<file path="src/pkg/ssc_consts.svh">
// Named constants for the stepper sequencer control block.
// Assumes inclusion by bare name from the package and the bench.
`ifndef SSC_CONSTS_SVH
`define SSC_CONSTS_SVH

// ----------------------------------------------------------------------
// Clock and timing
// ----------------------------------------------------------------------
`define SSC_CLK_HZ 20000000
`define SSC_HOLD_TIME_US 1000
`define SSC_HOLD_CYCLES ((`SSC_HOLD_TIME_US * `SSC_CLK_HZ) / 1000000)

// ----------------------------------------------------------------------
// Register byte offsets and fields
// ----------------------------------------------------------------------
`define SSC_ADDR_CTRL 12'h000
`define SSC_ADDR_STATUS 12'h004
`define SSC_ADDR_STEPCNT 12'h008
`define SSC_CTRL_HOME_BIT 0
`define SSC_CTRL_CNTCLR_BIT 1
`define SSC_CTRL_RESET 2'h0

// ----------------------------------------------------------------------
// Sequencer encodings
// ----------------------------------------------------------------------
`define SSC_MODE_SLEEP 3'h7
`define SSC_MODE_HALF 3'h1
`define SSC_HOME_POS 3'h0
`define SSC_STEP_FULL 3'h2
`define SSC_STEP_HALF 3'h1
`define SSC_PHASE_OFF 4'h0
`define SSC_CNT_RESET 16'h0000

`endif

</file>
<file path="src/pkg/ssc_pkg.sv">
// Types shared by the stepper sequencer control files.
// Assumes ssc_consts.svh is on the include path.
`include "ssc_consts.svh"

package ssc_pkg;

   // Sequencer operating state, Gray coded along active-hold-coast.
   typedef enum logic [1:0] {
      SSC_ACTIVE = 2'h0,
      SSC_HOLD = 2'h1,
      SSC_COAST_REF = 2'h3,
      SSC_COAST_PINS = 2'h2
   } ssc_state_t;

   // Logic input pins, carried together through the synchroniser.
   typedef struct packed {
      logic step_clock;
      logic reset_pin;
      logic direction_select;
      logic [2:0] excitation_mode_sel;
      logic hold_chop_align;
      logic ref_above_threshold;
      logic fault;
   } ssc_pins_t;

endpackage

</file>
<file path="src/ssc_sync.sv">
// Two-stage synchroniser for the asynchronous pin group.
// Assumes pins change independently of pclk; only stage two is read.
`timescale 1ns/1ps
`default_nettype none

module ssc_sync
   import ssc_pkg::*;
(
   // Clock and reset.
   input wire logic pclk,
   input wire logic presetn,
   // Raw and synchronised pins.
   input wire ssc_pins_t pins_in,
   output var ssc_pins_t pins_out
);

   // First stage, read only by the second stage.
   ssc_pins_t meta_reg;
   ssc_pins_t meta_next;
   // Second stage, safe for logic.
   ssc_pins_t sync_reg;
   ssc_pins_t sync_next;

   // Next values simply shift the pins one stage along.
   always_comb begin
      meta_next = pins_in;
      sync_next = meta_reg;
   end

   // Both stages clear low at reset, except the step clock, which starts high.
   // A step pin resting high through reset then gives no false rising edge.
   always_ff @(posedge pclk or negedge presetn) begin
      if (!presetn) begin
         meta_reg <= '{step_clock: 1'b1, excitation_mode_sel: 3'h0, default: 1'b0};
         sync_reg <= '{step_clock: 1'b1, excitation_mode_sel: 3'h0, default: 1'b0};
      end else begin
         meta_reg <= meta_next;
         sync_reg <= sync_next;
      end
   end

   assign pins_out = sync_reg;

endmodule

`default_nettype wire

</file>
<file path="src/ssc_phase_dec.sv">
// Registered half-step table turning a sequencer position into drives.
// Assumes position and enable come from logic on pclk.
`timescale 1ns/1ps
`default_nettype none

module ssc_phase_dec
   import ssc_pkg::*;
(
   // Clock and reset.
   input wire logic pclk,
   input wire logic presetn,
   // Position and output enable.
   input wire logic [2:0] position,
   input wire logic drive_en,
   // Phase drives: A, B, A-bar, B-bar from bit 0 upward.
   output logic [3:0] phase_out
);

   // Registered drive pattern and its next value.
   logic [3:0] phase_reg;
   logic [3:0] phase_next;

   // Look up the pattern; a disabled output coasts with all drives off.
   always_comb begin
      phase_next = `SSC_PHASE_OFF;
      if (drive_en) begin
         unique case (position)
            3'h0: phase_next = 4'h1;
            3'h1: phase_next = 4'h3;
            3'h2: phase_next = 4'h2;
            3'h3: phase_next = 4'h6;
            3'h4: phase_next = 4'h4;
            3'h5: phase_next = 4'hC;
            3'h6: phase_next = 4'h8;
            3'h7: phase_next = 4'h9;
         endcase
      end
   end

   // Drives start switched off.
   always_ff @(posedge pclk or negedge presetn) begin
      if (!presetn) begin
         phase_reg <= `SSC_PHASE_OFF;
      end else begin
         phase_reg <= phase_next;
      end
   end

   assign phase_out = phase_reg;

endmodule

`default_nettype wire

</file>
<file path="src/ssc_top.sv">
// Step sequencer control logic with an APB register slave.
// Assumes pins arrive asynchronously and the reference comparator is digital.
//
// Added by the designer: the APB interface to the registers and the placing of the registers.
`timescale 1ns/1ps
`default_nettype none

module ssc_top
   import ssc_pkg::*;
#(
   parameter int unsigned HOLD_CYCLES = `SSC_HOLD_CYCLES
)(
   // Clock and reset.
   input wire logic pclk,
   input wire logic presetn,
   // APB slave.
   input wire logic psel,
   input wire logic penable,
   input wire logic pwrite,
   input wire logic [11:0] paddr,
   input wire logic [31:0] pwdata,
   output logic [31:0] prdata,
   output logic pready,
   output logic pslverr,
   // Logic input pins.
   input wire logic step_clock_in,
   input wire logic reset_pin_in,
   input wire logic direction_select_in,
   input wire logic [2:0] excitation_mode_sel_in,
   input wire logic hold_chop_align_in,
   input wire logic reference_and_disable_input,
   input wire logic fault_in,
   // Power stage and monitor outputs.
   output logic [3:0] phase_drive,
   output logic chop_sync_en,
   output logic supply_reduce,
   output logic step_position_out_n,
   output logic alarm_out_n
);

   // ----------------------------------------------------------------------
   // Pin synchronisation
   // ----------------------------------------------------------------------

   // Raw and synchronised pin groups.
   ssc_pins_t pins_raw;
   ssc_pins_t pins_s;

   always_comb begin
      pins_raw.step_clock = step_clock_in;
      pins_raw.reset_pin = reset_pin_in;
      pins_raw.direction_select = direction_select_in;
      pins_raw.excitation_mode_sel = excitation_mode_sel_in;
      pins_raw.hold_chop_align = hold_chop_align_in;
      pins_raw.ref_above_threshold = reference_and_disable_input;
      pins_raw.fault = fault_in;
   end

   ssc_sync u_sync (
      .pclk(pclk),
      .presetn(presetn),
      .pins_in(pins_raw),
      .pins_out(pins_s)
   );

   // ----------------------------------------------------------------------
   // Helper functions
   // ----------------------------------------------------------------------

   // Step size in half-step units for the selected excitation mode.
   function automatic logic [2:0] step_size(input logic [2:0] mode);
      step_size = (mode == `SSC_MODE_HALF) ? `SSC_STEP_HALF : `SSC_STEP_FULL;
   endfunction

   // Position after one step in the chosen direction, wrapping round.
   function automatic logic [2:0] step_pos(input logic [2:0] pos, input logic dir, input logic [2:0] mode);
      step_pos = dir ? 3'(pos - step_size(mode)) : 3'(pos + step_size(mode));
   endfunction

   // ----------------------------------------------------------------------
   // Sequencer
   // ----------------------------------------------------------------------

   ssc_state_t state_reg;             // Operating state.
   ssc_state_t state_next;
   logic [2:0] pos_reg;               // Excitation position.
   logic [2:0] pos_next;
   logic step_prev_reg;               // Step pin one cycle ago, for edges.
   logic step_prev_next;
   logic [15:0] idle_reg;             // Cycles since the last accepted step edge.
   logic [15:0] idle_next;
   logic [15:0] stepcnt_reg;          // Accepted step count.
   logic [15:0] stepcnt_next;
   logic por_done_reg;                // Low only in the first cycle after reset.
   logic soft_home;                   // Software homing pulse.
   logic cnt_clear;                   // Software count clear pulse.
   logic step_rise;                   // Active step edge seen this cycle.
   logic mode_sleep;                  // Mode pins select the sleep pattern.
   logic home_req;                    // Any homing request.
   logic step_take;                   // A step edge that the sequencer accepts.
   logic drive_en;                    // Power outputs enabled.

   always_comb begin
      step_rise = pins_s.step_clock & ~step_prev_reg;
      mode_sleep = (pins_s.excitation_mode_sel == `SSC_MODE_SLEEP);
      home_req = pins_s.reset_pin | soft_home;
      step_take = step_rise & ~mode_sleep & ~home_req;
      drive_en = ~mode_sleep & ~pins_s.ref_above_threshold;
   end

   // Next sequencer state; homing beats stepping, sleep beats all state changes but not homing.
   always_comb begin
      step_prev_next = pins_s.step_clock;
      pos_next = pos_reg;
      idle_next = idle_reg;
      stepcnt_next = stepcnt_reg;
      state_next = state_reg;
      if (home_req) begin
         pos_next = `SSC_HOME_POS;
      end else if (step_take) begin
         pos_next = step_pos(pos_reg, pins_s.direction_select, pins_s.excitation_mode_sel);
      end
      // Idle counter saturates at the hold timeout.
      if (step_take) begin
         idle_next = '0;
      end else if (32'(idle_reg) < HOLD_CYCLES) begin
         idle_next = 16'(idle_reg + 16'h0001);
      end
      // Count accepted steps; a clear wins only when no step arrives.
      if (step_take) begin
         stepcnt_next = 16'(stepcnt_reg + 16'h0001);
      end else if (cnt_clear) begin
         stepcnt_next = `SSC_CNT_RESET;
      end
      unique case (state_reg)
         SSC_ACTIVE, SSC_HOLD: begin
            if (mode_sleep) begin
               state_next = SSC_COAST_PINS;
            end else if (pins_s.ref_above_threshold) begin
               state_next = SSC_COAST_REF;
            end else if (step_take) begin
               state_next = SSC_ACTIVE;
            end else if (32'(idle_reg) >= HOLD_CYCLES) begin
               state_next = SSC_HOLD;
            end
         end
         SSC_COAST_REF: begin
            if (mode_sleep) begin
               state_next = SSC_COAST_PINS;
            end else if (!pins_s.ref_above_threshold) begin
               state_next = SSC_ACTIVE;
            end
         end
         SSC_COAST_PINS: begin
            if (!mode_sleep) begin
               state_next = pins_s.ref_above_threshold ? SSC_COAST_REF : SSC_HOLD;
            end
         end
      endcase
   end

   // Power-on reset lands every sequencer register at home.
   always_ff @(posedge pclk or negedge presetn) begin
      if (!presetn) begin
         state_reg <= SSC_ACTIVE;
         pos_reg <= `SSC_HOME_POS;
         step_prev_reg <= 1'b1;
         idle_reg <= '0;
         stepcnt_reg <= `SSC_CNT_RESET;
         por_done_reg <= 1'b0;
      end else begin
         state_reg <= state_next;
         pos_reg <= pos_next;
         step_prev_reg <= step_prev_next;
         idle_reg <= idle_next;
         stepcnt_reg <= stepcnt_next;
         por_done_reg <= 1'b1;
      end
   end

   // ----------------------------------------------------------------------
   // Outputs
   // ----------------------------------------------------------------------

   ssc_phase_dec u_dec (
      .pclk(pclk),
      .presetn(presetn),
      .position(pos_reg),
      .drive_en(drive_en),
      .phase_out(phase_drive)
   );

   logic [3:0] mon_reg; // Chop sync, supply reduce, position and alarm monitors.
   logic [3:0] mon_next;

   // Chop sync is a direct copy, the others are inverted, so the home position reads low.
   always_comb begin
      mon_next[0] = pins_s.hold_chop_align;
      mon_next[1] = ~drive_en;
      mon_next[2] = ~(pos_reg == `SSC_HOME_POS);
      mon_next[3] = ~pins_s.fault;
   end

   // Monitors idle inactive: home reads low, no alarm reads high.
   always_ff @(posedge pclk or negedge presetn) begin
      if (!presetn) begin
         mon_reg <= 4'h8;
      end else begin
         mon_reg <= mon_next;
      end
   end

   assign chop_sync_en = mon_reg[0];
   assign supply_reduce = mon_reg[1];
   assign step_position_out_n = mon_reg[2];
   assign alarm_out_n = mon_reg[3];

   // ----------------------------------------------------------------------
   // APB slave, zero wait states
   // ----------------------------------------------------------------------

   logic [1:0] ctrl_reg;       // Self-clearing control pulses.
   logic [1:0] ctrl_next;
   logic [31:0] prdata_reg;
   logic [31:0] prdata_next;
   logic pready_reg;
   logic pready_next;
   logic pslverr_reg;
   logic pslverr_next;
   logic setup;                // Setup phase this cycle.
   logic wr_hit;               // Write completing this cycle.

   always_comb begin
      setup = psel & ~penable;
      wr_hit = psel & penable & pready_reg & pwrite & ~pslverr_reg;
      soft_home = ctrl_reg[`SSC_CTRL_HOME_BIT];
      cnt_clear = ctrl_reg[`SSC_CTRL_CNTCLR_BIT];
   end

   // Decode in the setup cycle so the answer is ready in the access cycle.
   always_comb begin
      pready_next = setup;
      pslverr_next = 1'b0;
      prdata_next = '0;
      ctrl_next = `SSC_CTRL_RESET;
      if (setup) begin
         unique case (paddr)
            `SSC_ADDR_CTRL: prdata_next = '0;
            `SSC_ADDR_STATUS: prdata_next = {24'h0, mode_sleep, pins_s.hold_chop_align, state_reg, 1'b0, pos_reg};
            `SSC_ADDR_STEPCNT: prdata_next = {16'h0, stepcnt_reg};
            default: pslverr_next = 1'b1;
         endcase
         if (pwrite) begin
            prdata_next = '0;
         end
      end
      if (wr_hit && paddr == `SSC_ADDR_CTRL) begin
         ctrl_next = pwdata[1:0];
      end
   end

   // Bus outputs start idle.
   always_ff @(posedge pclk or negedge presetn) begin
      if (!presetn) begin
         ctrl_reg <= `SSC_CTRL_RESET;
         prdata_reg <= '0;
         pready_reg <= 1'b0;
         pslverr_reg <= 1'b0;
      end else begin
         ctrl_reg <= ctrl_next;
         prdata_reg <= prdata_next;
         pready_reg <= pready_next;
         pslverr_reg <= pslverr_next;
      end
   end

   assign prdata = prdata_reg;
   assign pready = pready_reg;
   assign pslverr = pslverr_reg;

   // ----------------------------------------------------------------------
   // Assertions
   // ----------------------------------------------------------------------

   property p_por_home;
      @(posedge pclk) disable iff (!presetn) !por_done_reg |-> pos_reg == `SSC_HOME_POS;
   endproperty
   a_por_home: assert property (p_por_home) else $error("Not home after power-on.");

   property p_pin_home;
      @(posedge pclk) disable iff (!presetn) pins_s.reset_pin |=> pos_reg == `SSC_HOME_POS;
   endproperty
   a_pin_home: assert property (p_pin_home) else $error("Reset pin did not home.");

   property p_hold_idle;
      @(posedge pclk) disable iff (!presetn) !step_rise && !home_req |=> $stable(pos_reg);
   endproperty
   a_hold_idle: assert property (p_hold_idle) else $error("Position moved without edge.");

   property p_one_step;
      @(posedge pclk) disable iff (!presetn)
         step_take |=> pos_reg == step_pos($past(pos_reg), $past(pins_s.direction_select),
            $past(pins_s.excitation_mode_sel));
   endproperty
   a_one_step: assert property (p_one_step) else $error("Step was not exactly one.");

   property p_chop;
      @(posedge pclk) disable iff (!presetn) pins_s.hold_chop_align |=> chop_sync_en;
   endproperty
   a_chop: assert property (p_chop) else $error("Chop sync not enabled.");

   property p_ref_coast;
      @(posedge pclk) disable iff (!presetn)
         pins_s.ref_above_threshold |=> phase_drive == `SSC_PHASE_OFF && supply_reduce;
   endproperty
   a_ref_coast: assert property (p_ref_coast) else $error("Reference coast left drives on.");

   property p_ref_steps;
      @(posedge pclk) disable iff (!presetn)
         pins_s.ref_above_threshold && step_take |=> pos_reg != $past(pos_reg);
   endproperty
   a_ref_steps: assert property (p_ref_steps) else $error("Sequencer stopped in reference coast.");

   property p_pin_coast;
      @(posedge pclk) disable iff (!presetn)
         mode_sleep |=> state_reg == SSC_COAST_PINS && phase_drive == `SSC_PHASE_OFF;
   endproperty
   a_pin_coast: assert property (p_pin_coast) else $error("Mode sleep did not coast.");

   property p_sleep_ignore;
      @(posedge pclk) disable iff (!presetn) mode_sleep && !home_req |=> $stable(pos_reg);
   endproperty
   a_sleep_ignore: assert property (p_sleep_ignore) else $error("Step taken in mode sleep.");

   property p_monitor;
      @(posedge pclk) disable iff (!presetn) pos_reg == `SSC_HOME_POS |=> !step_position_out_n;
   endproperty
   a_monitor: assert property (p_monitor) else $error("Home monitor not low.");

endmodule

`default_nettype wire

</file>
<file path="config.mk">
export PLATFORM = sky130hd
export DESIGN_NAME = ssc_top
export DESIGN_NICKNAME = d
export VERILOG_FILES = /design/src/pkg/ssc_pkg.sv /design/src/ssc_sync.sv /design/src/ssc_phase_dec.sv /design/src/ssc_top.sv
export VERILOG_INCLUDE_DIRS = /design/src /design/src/pkg
export SDC_FILE = /design/constraint.sdc
export NUM_CORES = 1
export LEC_CHECK = 0
export ABC_AREA = 1
export BUFFER_PORTS_ARGS = -buffer_cell sky130_fd_sc_hd__buf_2
export CORE_UTILIZATION = 40
export CTS_BUF_LIST = sky130_fd_sc_hd__clkbuf_16
export DETAILED_ROUTE_END_ITERATION = 10
export HOLD_SLACK_MARGIN = 0.12
export PLACE_DENSITY = 0.65
export SYNTH_ARGS = -nofsm -noshare
export SYNTH_HDL_FRONTEND = slang
export SYNTH_SLANG_ARGS = --single-unit
</file>
<file path="constraint.sdc">
create_clock -name pclk -period 3.4 [get_ports pclk]
set_clock_uncertainty 0.1 [all_clocks]
set_input_delay 0.17 -clock pclk [delete_from_list [all_inputs] [get_ports pclk]]
set_output_delay 0.17 -clock pclk [all_outputs]
set_load 0.1 [all_outputs]
</file>
Yosys cells after proc, flatten, opt, wreduce, memory -nomap -nowiden
Memory sizes are Yosys's and may differ from the RTL's.
Cells that the tools add are included.
{"block": "totals", "n_memories": 1, "reg_bits": 84, "out_inout_bits": 42, "latch_bits": 0, "mem_bits_ro": 32, "wordCells": 87, "mem_bits_rw": 0}
{"memory": "(no name shown)", "depth": 8, "width": 4, "rd": 1, "rd_ports_with_merged_regs": 0, "wr": 0, "line_no": "ssc_phase_dec.sv:27", "rtl": "unique case (position)"}
{"block": "classes", "mul": 0, "n_eq_ne": 10, "shifts": 0, "n_div": 0, "bitwise": 19, "muxes": 21, "n_reduce_logical": 9, "magnitude_cmp": 0, "n_addsub": 3}
{"cell": "$mux 32", "count": 2}
{"cell": "$mux 16", "count": 2}
{"cell": "$pmux 16 s2", "count": 1}
{"cell": "$mux 2", "count": 9}
{"cell": "$add 16x1->16 const B", "count": 1}
{"cell": "$eq 12x3->1 const B", "count": 1}
{"cell": "$eq 12x4->1 const B", "count": 1}
{"cell": "$logic_not 12->1", "count": 1}
{"cell": "$and 1x1->1", "count": 9}
{"cell": "$mux 3", "count": 3}
{"cell": "$not 1->1", "count": 9}
{"cell": "$pmux 2 s3", "count": 1}
{"cell": "$eq 2x2->1 const B", "count": 2}
{"cell": "$mux 4", "count": 1}
{"cell": "$ne 4x3->1 const B", "count": 1}
{"cell": "$reduce_bool 2->1", "count": 2}
{"cell": "$add 3x2->3", "count": 1}
{"cell": "$eq 3x1->1 const B", "count": 1}
{"cell": "$eq 3x3->1 const B", "count": 1}
{"cell": "$logic_not 3->1", "count": 1}
{"cell": "$ne 3x3->1 const B", "count": 1}
{"cell": "$reduce_and 3->1", "count": 1}
{"cell": "$reduce_or 3->1", "count": 1}
{"cell": "$sub 3x3->3", "count": 1}
{"cell": "other kinds (7)", "count": 8}

Longest topological paths before layout
Gate-level depths: netlist (run 1).
{"block": "depth", "word_depth": 8, "mapped_depth": 8, "depth_no_buf": 8}

Modules after synthesis
Synthesis (run 1) repeated with hierarchy kept, for this count alone.
{"block": "unflattened", "cells_unflattened": 314, "area_unflattened_um2": 2936.6}
{"mod": "ssc_top", "area_each_um2": 2313.5, "cells_each": 275, "seq_area_each_um2": 1153.6, "n_inst": 1}
{"mod": "ssc_sync", "area_each_um2": 452.9, "cells_each": 18, "seq_area_each_um2": 452.9, "n_inst": 1}
{"mod": "ssc_phase_dec", "area_each_um2": 170.2, "cells_each": 21, "seq_area_each_um2": 100.1, "n_inst": 1}

Worst setup path before layout (run 1)
OpenSTA, ideal clock, no wires.
{"block": "synth_path", "kind": "register to register", "start": "reg u_sync.sync_reg, in the netlist u_sync.pins_out[5]", "end": "reg pos_reg[2]", "setup_time_ns": 0.083, "synth_period_minus_slack_ns": 1.626, "slack_ns": 1.774, "stages_incl_launch_ff": 7, "t_arrival_ns": 1.443, "path_cell_list": "dfrtp_1 nor3b_1 ha_1 inv_1 fa_1 xor2_1 o21ai_0"}
{"block": "synth_between", "elab_chain_cells": 6, "word_cells_on_any_way": 12, "cone_classes": "add/sub (2); eq/ne (2); mux (4); bitwise (3); reduce/logical (1)"}
{"element": "start, declared", "line_no": "ssc_sync.sv:21", "rtl": "ssc_pins_t sync_reg;"}
{"element": "start signal, assigned", "line_no": "ssc_sync.sv:38", "rtl": "sync_reg <= sync_next;"}
{"element": "$eq 3x1->1 (no source line)"}
{"element": "$mux 2 (no source line)"}
{"element": "$add 3x2->3 or $sub 3x3->3 (tied branches)", "line_no": "ssc_top.sv:77", "rtl": "step_pos = dir ? 3'(pos - step_size(mode)) : 3'(pos + step_size(mode));"}
{"element": "$mux 3", "line_no": "ssc_top.sv:77"}
{"element": "$mux 3", "line_no": "ssc_top.sv:120", "rtl": "end else if (step_take) begin"}
{"element": "$mux 3", "line_no": "ssc_top.sv:118", "rtl": "if (home_req) begin"}
{"element": "end signal, assigned", "line_no": "ssc_top.sv:166", "rtl": "pos_reg <= `SSC_HOME_POS;"}
{"element": "end signal, assigned", "line_no": "ssc_top.sv:173", "rtl": "pos_reg <= pos_next;"}
{"element": "end, declared", "line_no": "ssc_top.sv:86", "rtl": "logic [2:0] pos_reg;"}
Several ways; a longest one is shown, not always the timed one. The select of a mux whose other input is x is not followed.
A chain may end at the register's enable or synchronous reset.

Worst setup path after layout (run 1)
Ends and elaborated chain as after synthesis.

==> key figures, run 1 <==
Critical path
  • R2r startpoint: u_sync.pins_out[5]
  • Critical Path, Cell by Cell: nor3b_1 > ha_1 > inv_1 > fa_1 > xor2_1 > o21ai_0
  • Startpoint types: flip-flop
  • WP buf/inv: 1
  • Worst Reg2Reg Path Length in Cells: 6
  • Worst path required time: 3550 ps
  • Critical path type: flip-flop to flip-flop
  • Setup crit end kind: flip-flop
  • Worst path depth: 6
  • Reg2Reg Setup Slack: 1590 ps
  • CP startpoint: u_sync.pins_out[5]
  • Critical Path Fanout Max: 2
  • Delay of the slowest critical-path stage: 390 ps
  • RR Endpoint: pos_reg[2]
  • Critical Path AT: 1960 ps
  • Critical Path Slowest Stage Cell: dfrtp_1
  • CP Capture Point: pos_reg[2]
  • Crit-path leading delay family: adder cells

Synth
  • Synth unique cells: 36
  • Register area share after synthesis: 55.3%
  • Cells after Synth: 319
  • Async SR Flop Fraction: between 90% and 100%
  • Mux share of post-synthesis cell area: 0%
  • Number of synthesized register bits: 68
  • EDFF count, synth: 0
  • Adder-cell area share of the yosys netlist: 1.46%
  • Post-synthesis simple-gate area fraction: between 20% and 30%
  • Avg Cell Area, Syn: around 9.7 µm²
  • Commonest register cell after synthesis: dfrtp_1
  • Largest family of logic cells by synthesized area: simple AND/OR/NAND/NOR gates
  • Largest cells by area after synthesis: dfrtp_1, nand2_1, nand3_1
  • Warnings, synthesis: 0
  • Cell area after synthesis: 3090 µm²
  • Complex-gate fraction of the synthesized area: under 10%
  • XOR/XNOR Fraction of Synth Area: 0.851%
  • Dominant cell type by area after synthesis: dfrtp_1
  • Top cell type's share of synthesized area: 51.9%

GRT
  • Vias in the first global route: around 2,300
  • GRT Total Usage: 16.8%
  • Grt ovf: 0
  • Initial antenna violation count: 0
  • Largest net degree at the start of global routing: 52
  • First-pass GRT wire length: 10.6 mm

Min path
  • Min-Delay Path Class: primary input to flip-flop

Drt
  • Initial DRC count: around 110
  • WL final: 5.93 mm
  • Met3 wire length: 267 µm
  • Uppermost layer routed: met4
  • DR vias/cell: approximately 4.7
  • Met2 WL: 2.70 mm
  • Routed len/inst: ~12 µm
  • Final antenna-violating net count: 0
  • Vias: 2,335
  • DRC: 0
  • Routed met1 length: ~2.8 mm
  • DRT Pass-1 Iters: 4

Status
  • Status: finished clean

Floorplanning
  • Core area: 7370 µm²
  • Die H: approximately 90 µm
  • Die area: approximately 8100 µm²
  • Initial core utilization: 41.9%
  • # IOs: 100
  • FP Rows: 31
  • Die Wd: 89.8 µm

Layout
  • N_diodes: 0
  • Area grow syn2layout: 24.3%
  • Final core occ: 52.1%
  • Final #Nets: 459
  • Reg area: 1710 µm²
  • Area of the multi-input gates: 1140 µm²
  • Final instance area: 3840 µm²
  • Share of cells above drive strength 1: 28.5%
  • Fill count: 692

STA
  • Final hold slack: 203 ps
  • Crit share post-route: 53.3%
  • Worst slew pin tran: 616 ps
  • RSZ-0062 raised after global routing: no
  • # setup viols final: 0
  • Max-slew headroom: just under 60%
  • Hold Vio Cnt, Final: 0
  • Minimum clock period: between 1500 and 2000 ps
  • Max frequency: about 0.55 GHz
  • TNS Setup: 0 ps
  • Final Max Tran Viols: 0

CTS
  • H-tree depth: 3
  • Longest Clk Path Bufs: 2
  • Clock Latency Late Sink: approximately 330 ps
  • CTS Root Cell: clkbuf_16
  • # Post-CTS Setup Buffers: 0
  • Clock sinks: 68
  • Worst-path clk slew: 50 ps
  • CTS tree: yes
  • TritonCTS Buffers: 9

Placement
  • IO Port Bufs: 53
  • Placer Congestion: 0.786
  • DP Area: 3380 µm²
  • Final HPWL DP: 4.04 mm

Run
  • Max cap viols: 0

Pwr
  • Worst vdd ir: ~0.24 mV
  • Static leakage: ~1.9 nW
  • Cell area power density: 522 nW/µm²
-- cell type report --
cell class / instances / share of cell area, %
flip-flops and latches: 68 / 44.5
inverters: 37 / 3.62
clock inverters: 7 / 0.946
repair buffers: 73 / 12.1
well taps: 99 / 3.23
multi-input cells: 209 / 29.8
clock buffers: 9 / 5.87
-- synth_stat cells (2+ instances only) --
master   number
buf_4        17
nor3_2        9
inv_2         4
nand3_2       2
nand4_1       4
nor2_2        6
a21oi_1       2
dfstp_2       4
a21oi_2       7
nand2_1      62
nand3_1      36
dfrtp_1      64
nor2_4        5
nor3_1        3
ha_1          2
buf_6         2
nand2_2       6
o21ai_1       8
nor2_1       20
inv_1        33
o21ai_0       7
xnor2_1       2
-- cell usage in the layout (no fill, tap or decap), drive strengths merged --
cell type,count
nor3,13
or2,1
o21ai,15
a21oi,9
nand3,38
and2,1
ha,2
clkbuf,9
xor2,1
inv,39
a211oi,1
clkinv,5
a31oi,1
nand2,69
buf,54
xnor2,2
o22ai,1
dfstp,4
nor3b,1
dfrtp,64
nand4,5
fa,1
nor4,1
conb,16
dlygate4sd3,19
nor2,31
-- tightest hold or removal path, delay by kind of cell --
kind / cells / cell delay (ps)
AO/OA/AOI/OAI: 1 / 50
buffers and inverters: 1 / 80
AND/OR/NAND/NOR: 4 / 280
-- kinds of logic after synthesis --
logic type                 after synthesis
and+or+nand+nor                        160
DFF                                     68
buffers and inverters                   57
AOI/OAI and AO/OA                       27
xor gates and xnor gates                 3
adders and majority gates                3
other                                    1
-- metrics by stage --
stage	cells	setup slack [ps]	power [W]
2_1_floorplan	334	1770	0.00113
3_3_place_gp	467	1670	0.00118
3_5_place_dp	467	1610	0.00119
4_1_cts	502	1590	0.00202
5_1_grt	502	1440	0.00209
6_report	502	1590	0.00200
-- worst min-delay path by stage --
| stage | startpoint | end | slack (ps) | cells after the start |
|---|---|---|---|---|
| 2_1_floorplan | presetn | ctrl_reg[0] | -230 | 0 |
| 3_3_place_gp | presetn | prdata[10] | 30 | 1 |
| 3_5_place_dp | presetn | prdata[10] | 40 | 1 |
| 4_1_cts | paddr[8] | prdata[6] | 190 | 6 |
| 5_1_grt | paddr[8] | prdata[6] | 240 | 6 |
| 6_report | paddr[8] | prdata[6] | 200 | 6 |
-- repair_timing --
item                       in CTS  in global routing
resized for setup               0                  0
hold buffers                   19                  0
setup endpoints to repair       0                  0
hold endpoints to repair       32                  0
-- metal layers --
layer	up-vias	track usage, %
met5	-	0
met4	0	10.4
met3	11	3.13
met2	71	25.8
met1	1098	22.0
li1	1155	-
-- power by group --
group / internal [W] / total (W) / leakage (nW) / switching, W
clock: 0.000483 / 0.000816 / 0.141 / 0.000333
combinational: 0.0000653 / 0.000289 / 0.863 / 0.000224
sequential: 0.000855 / 0.000896 / 0.878 / 0.0000413
total: 0.00140 / 0.00200 / 1.88 / 0.000598
Power figures use the tool's default switching activity.
==> run 2: changes to the inputs <==
PLACE_DENSITY = 0.68   (was 0.65)
clock period = 1.6 ns   (was 3.4 ns; I/O delays follow)
==> key figures, run 2 (synthesis results as in run 1) <==
CTS
  • CTS Root Cell: clkbuf_16
  • CTS tree: yes
  • Worst-path clk slew: 50 ps
  • H-tree depth: 3
  • Clock Latency Late Sink: around 320 ps
  • TritonCTS Buffers: 9
  • Clock sinks: 68
  • Longest Clk Path Bufs: 2

STA
  • Final Max Tran Viols: 0
  • Minimum clock period: 1610 ps
  • # setup viols final: 2
  • Max frequency: ~0.62 GHz
  • Hold Vio Cnt, Final: 0
  • Worst slew pin tran: ~530 ps
  • RSZ-0062 raised after global routing: yes
  • Max-slew headroom: 64.7%
  • Worst Slack Setup Final: -12.0 ps
  • Crit share post-route: 101%

GRT
  • Largest net degree at the start of global routing: around 70
  • Grt ovf: 0
  • GRT Total Usage: 16.0%
  • Initial antenna violation count: 0
  • Vias in the first global route: between 2,000 and 2,500
  • First-pass GRT wire length: 10.2 mm

Status
  • Status: finished, violations left
  • Failing checks: negative setup slack

Floorplanning
  • Core area: 7370 µm²
  • Die Wd: about 90 µm
  • # IOs: 100
  • FP Rows: 31
  • Initial core utilization: 41.9%
  • Die area: 8070 µm²
  • Die H: around 90 µm

Placement
  • Placed insts: 470
  • IO Port Bufs: 53
  • Final HPWL DP: 3.99 mm
  • DP Area: ~3400 µm²
  • Placer Congestion: 0.809

Layout
  • Final core occ: 54.0%
  • Share of cells above drive strength 1: 30.0%
  • Most frequent cells in the layout: dfrtp_1, nand2_1, buf_2
  • Area grow syn2layout: 28.9%
  • Final #Nets: 463
  • N_diodes: 0
  • Leading cell type in the layout, fill and taps excluded: dfrtp_1
  • Final instance area: between 3000 and 4000 µm²
  • Finished Layout Cells: a little over 500

Drt
  • DRC: 0
  • DRT Pass-1 Iters: 4
  • Final antenna-violating net count: 0
  • Vias: 2,316
  • DR vias/cell: between 4 and 5
  • Initial DRC count: 166
  • WL final: 5.87 mm
  • Routed len/inst: 11.6 µm

Critical path
  • Critical path type: flip-flop to flip-flop
  • R2r startpoint: u_sync.pins_out[4]
  • Startpoint types: flip-flop
  • Critical Path Fanout Max: 2
  • Critical Path AT: 1720 ps
  • Setup crit end kind: flip-flop
  • CP startpoint: u_sync.pins_out[4]
  • Worst path required time: 1710 ps

Run
  • Max cap viols: 0

Min path
  • HP Start: paddr[8]
  • Min-Delay Path Class: primary input to flip-flop

Pwr
  • Static leakage: approximately 1.9 nW
  • Worst vdd ir: 0.602 mV
  • Cell area power density: 1180 nW/µm²
run 2: cell types whose count changed in the layout (fill, tap and decap cells not counted), sizes merged:
cell    before  now
inv         39   38
bufinv       0    3
clkinv       5    3
buf         54   58
run 2: power by group:
part	switching (W)	internal (W)	total, W	leakage [nW]
logic	0.000481	0.000155	0.000636	0.885
registers	0.0000814	0.00182	0.00190	0.878
clock network	0.000671	0.00150	0.00217	0.166
run 2: area by class of cell:
type	count	area, µm²
Clock buffer	9	225
Inverter	37	139
Multi-Input combinational cell	209	1160
Tap cell	99	124
Sequential cell	68	1710
Fill cell	672	3390
Clock inverter	7	106
Timing Repair Buffer	77	518
run 2: critical path, stage by stage, from the launching register on:
cell and delay [ps]:
dfrtp_1 380, nor3b_2 210, ha_2 200, inv_2 30
fa_2 320, xor2_1 190, o21ai_1 70
run 2: worst paths after layout:
path / end / slack (ps) / depth (start not counted)
max: pos_reg[2] / -10 / 6
min: prdata[6] / 130 / 6
max reg2reg: pos_reg[2] / -10 / 6
min reg2reg: u_sync.pins_out[6] / 250 / 0
max in group asynchronous: u_sync.meta_reg[8] / 870 / 3
min in group asynchronous: prdata[10] / 210 / 3
run 2: through the flow:
stage	hold slack (ps)	worst slack [ps]	TNS, ps	total power [W]
global route	141	-75.0	-142	0.00491
finish	127	-12.0	-16.1	0.00471
global placement	22.8	-19.6	-19.6	0.00251
floorplan	-316	18.7	0	0.00241
detailed placement	27.0	-74.5	-74.5	0.00253
CTS	126	-27.8	-40.0	0.00474
run 2: metal layers:
metal  global-route usage (%)  wire length (µm)  up-vias
met5                        0                 0        -
met4                     5.33                77        0
met3                     4.48               344        8
met2                     26.4              2820       74
met1                     20.2              2630     1071
li1                         -                 -     1163
run 2: what timing repair did:
action,CTS,global route
endpoints found under the hold margin,89,0
buffers inserted,1,0
gates resized for setup,4,1
hold buffers,19,0
pin swaps,2,2
setup endpoints to repair,1,4
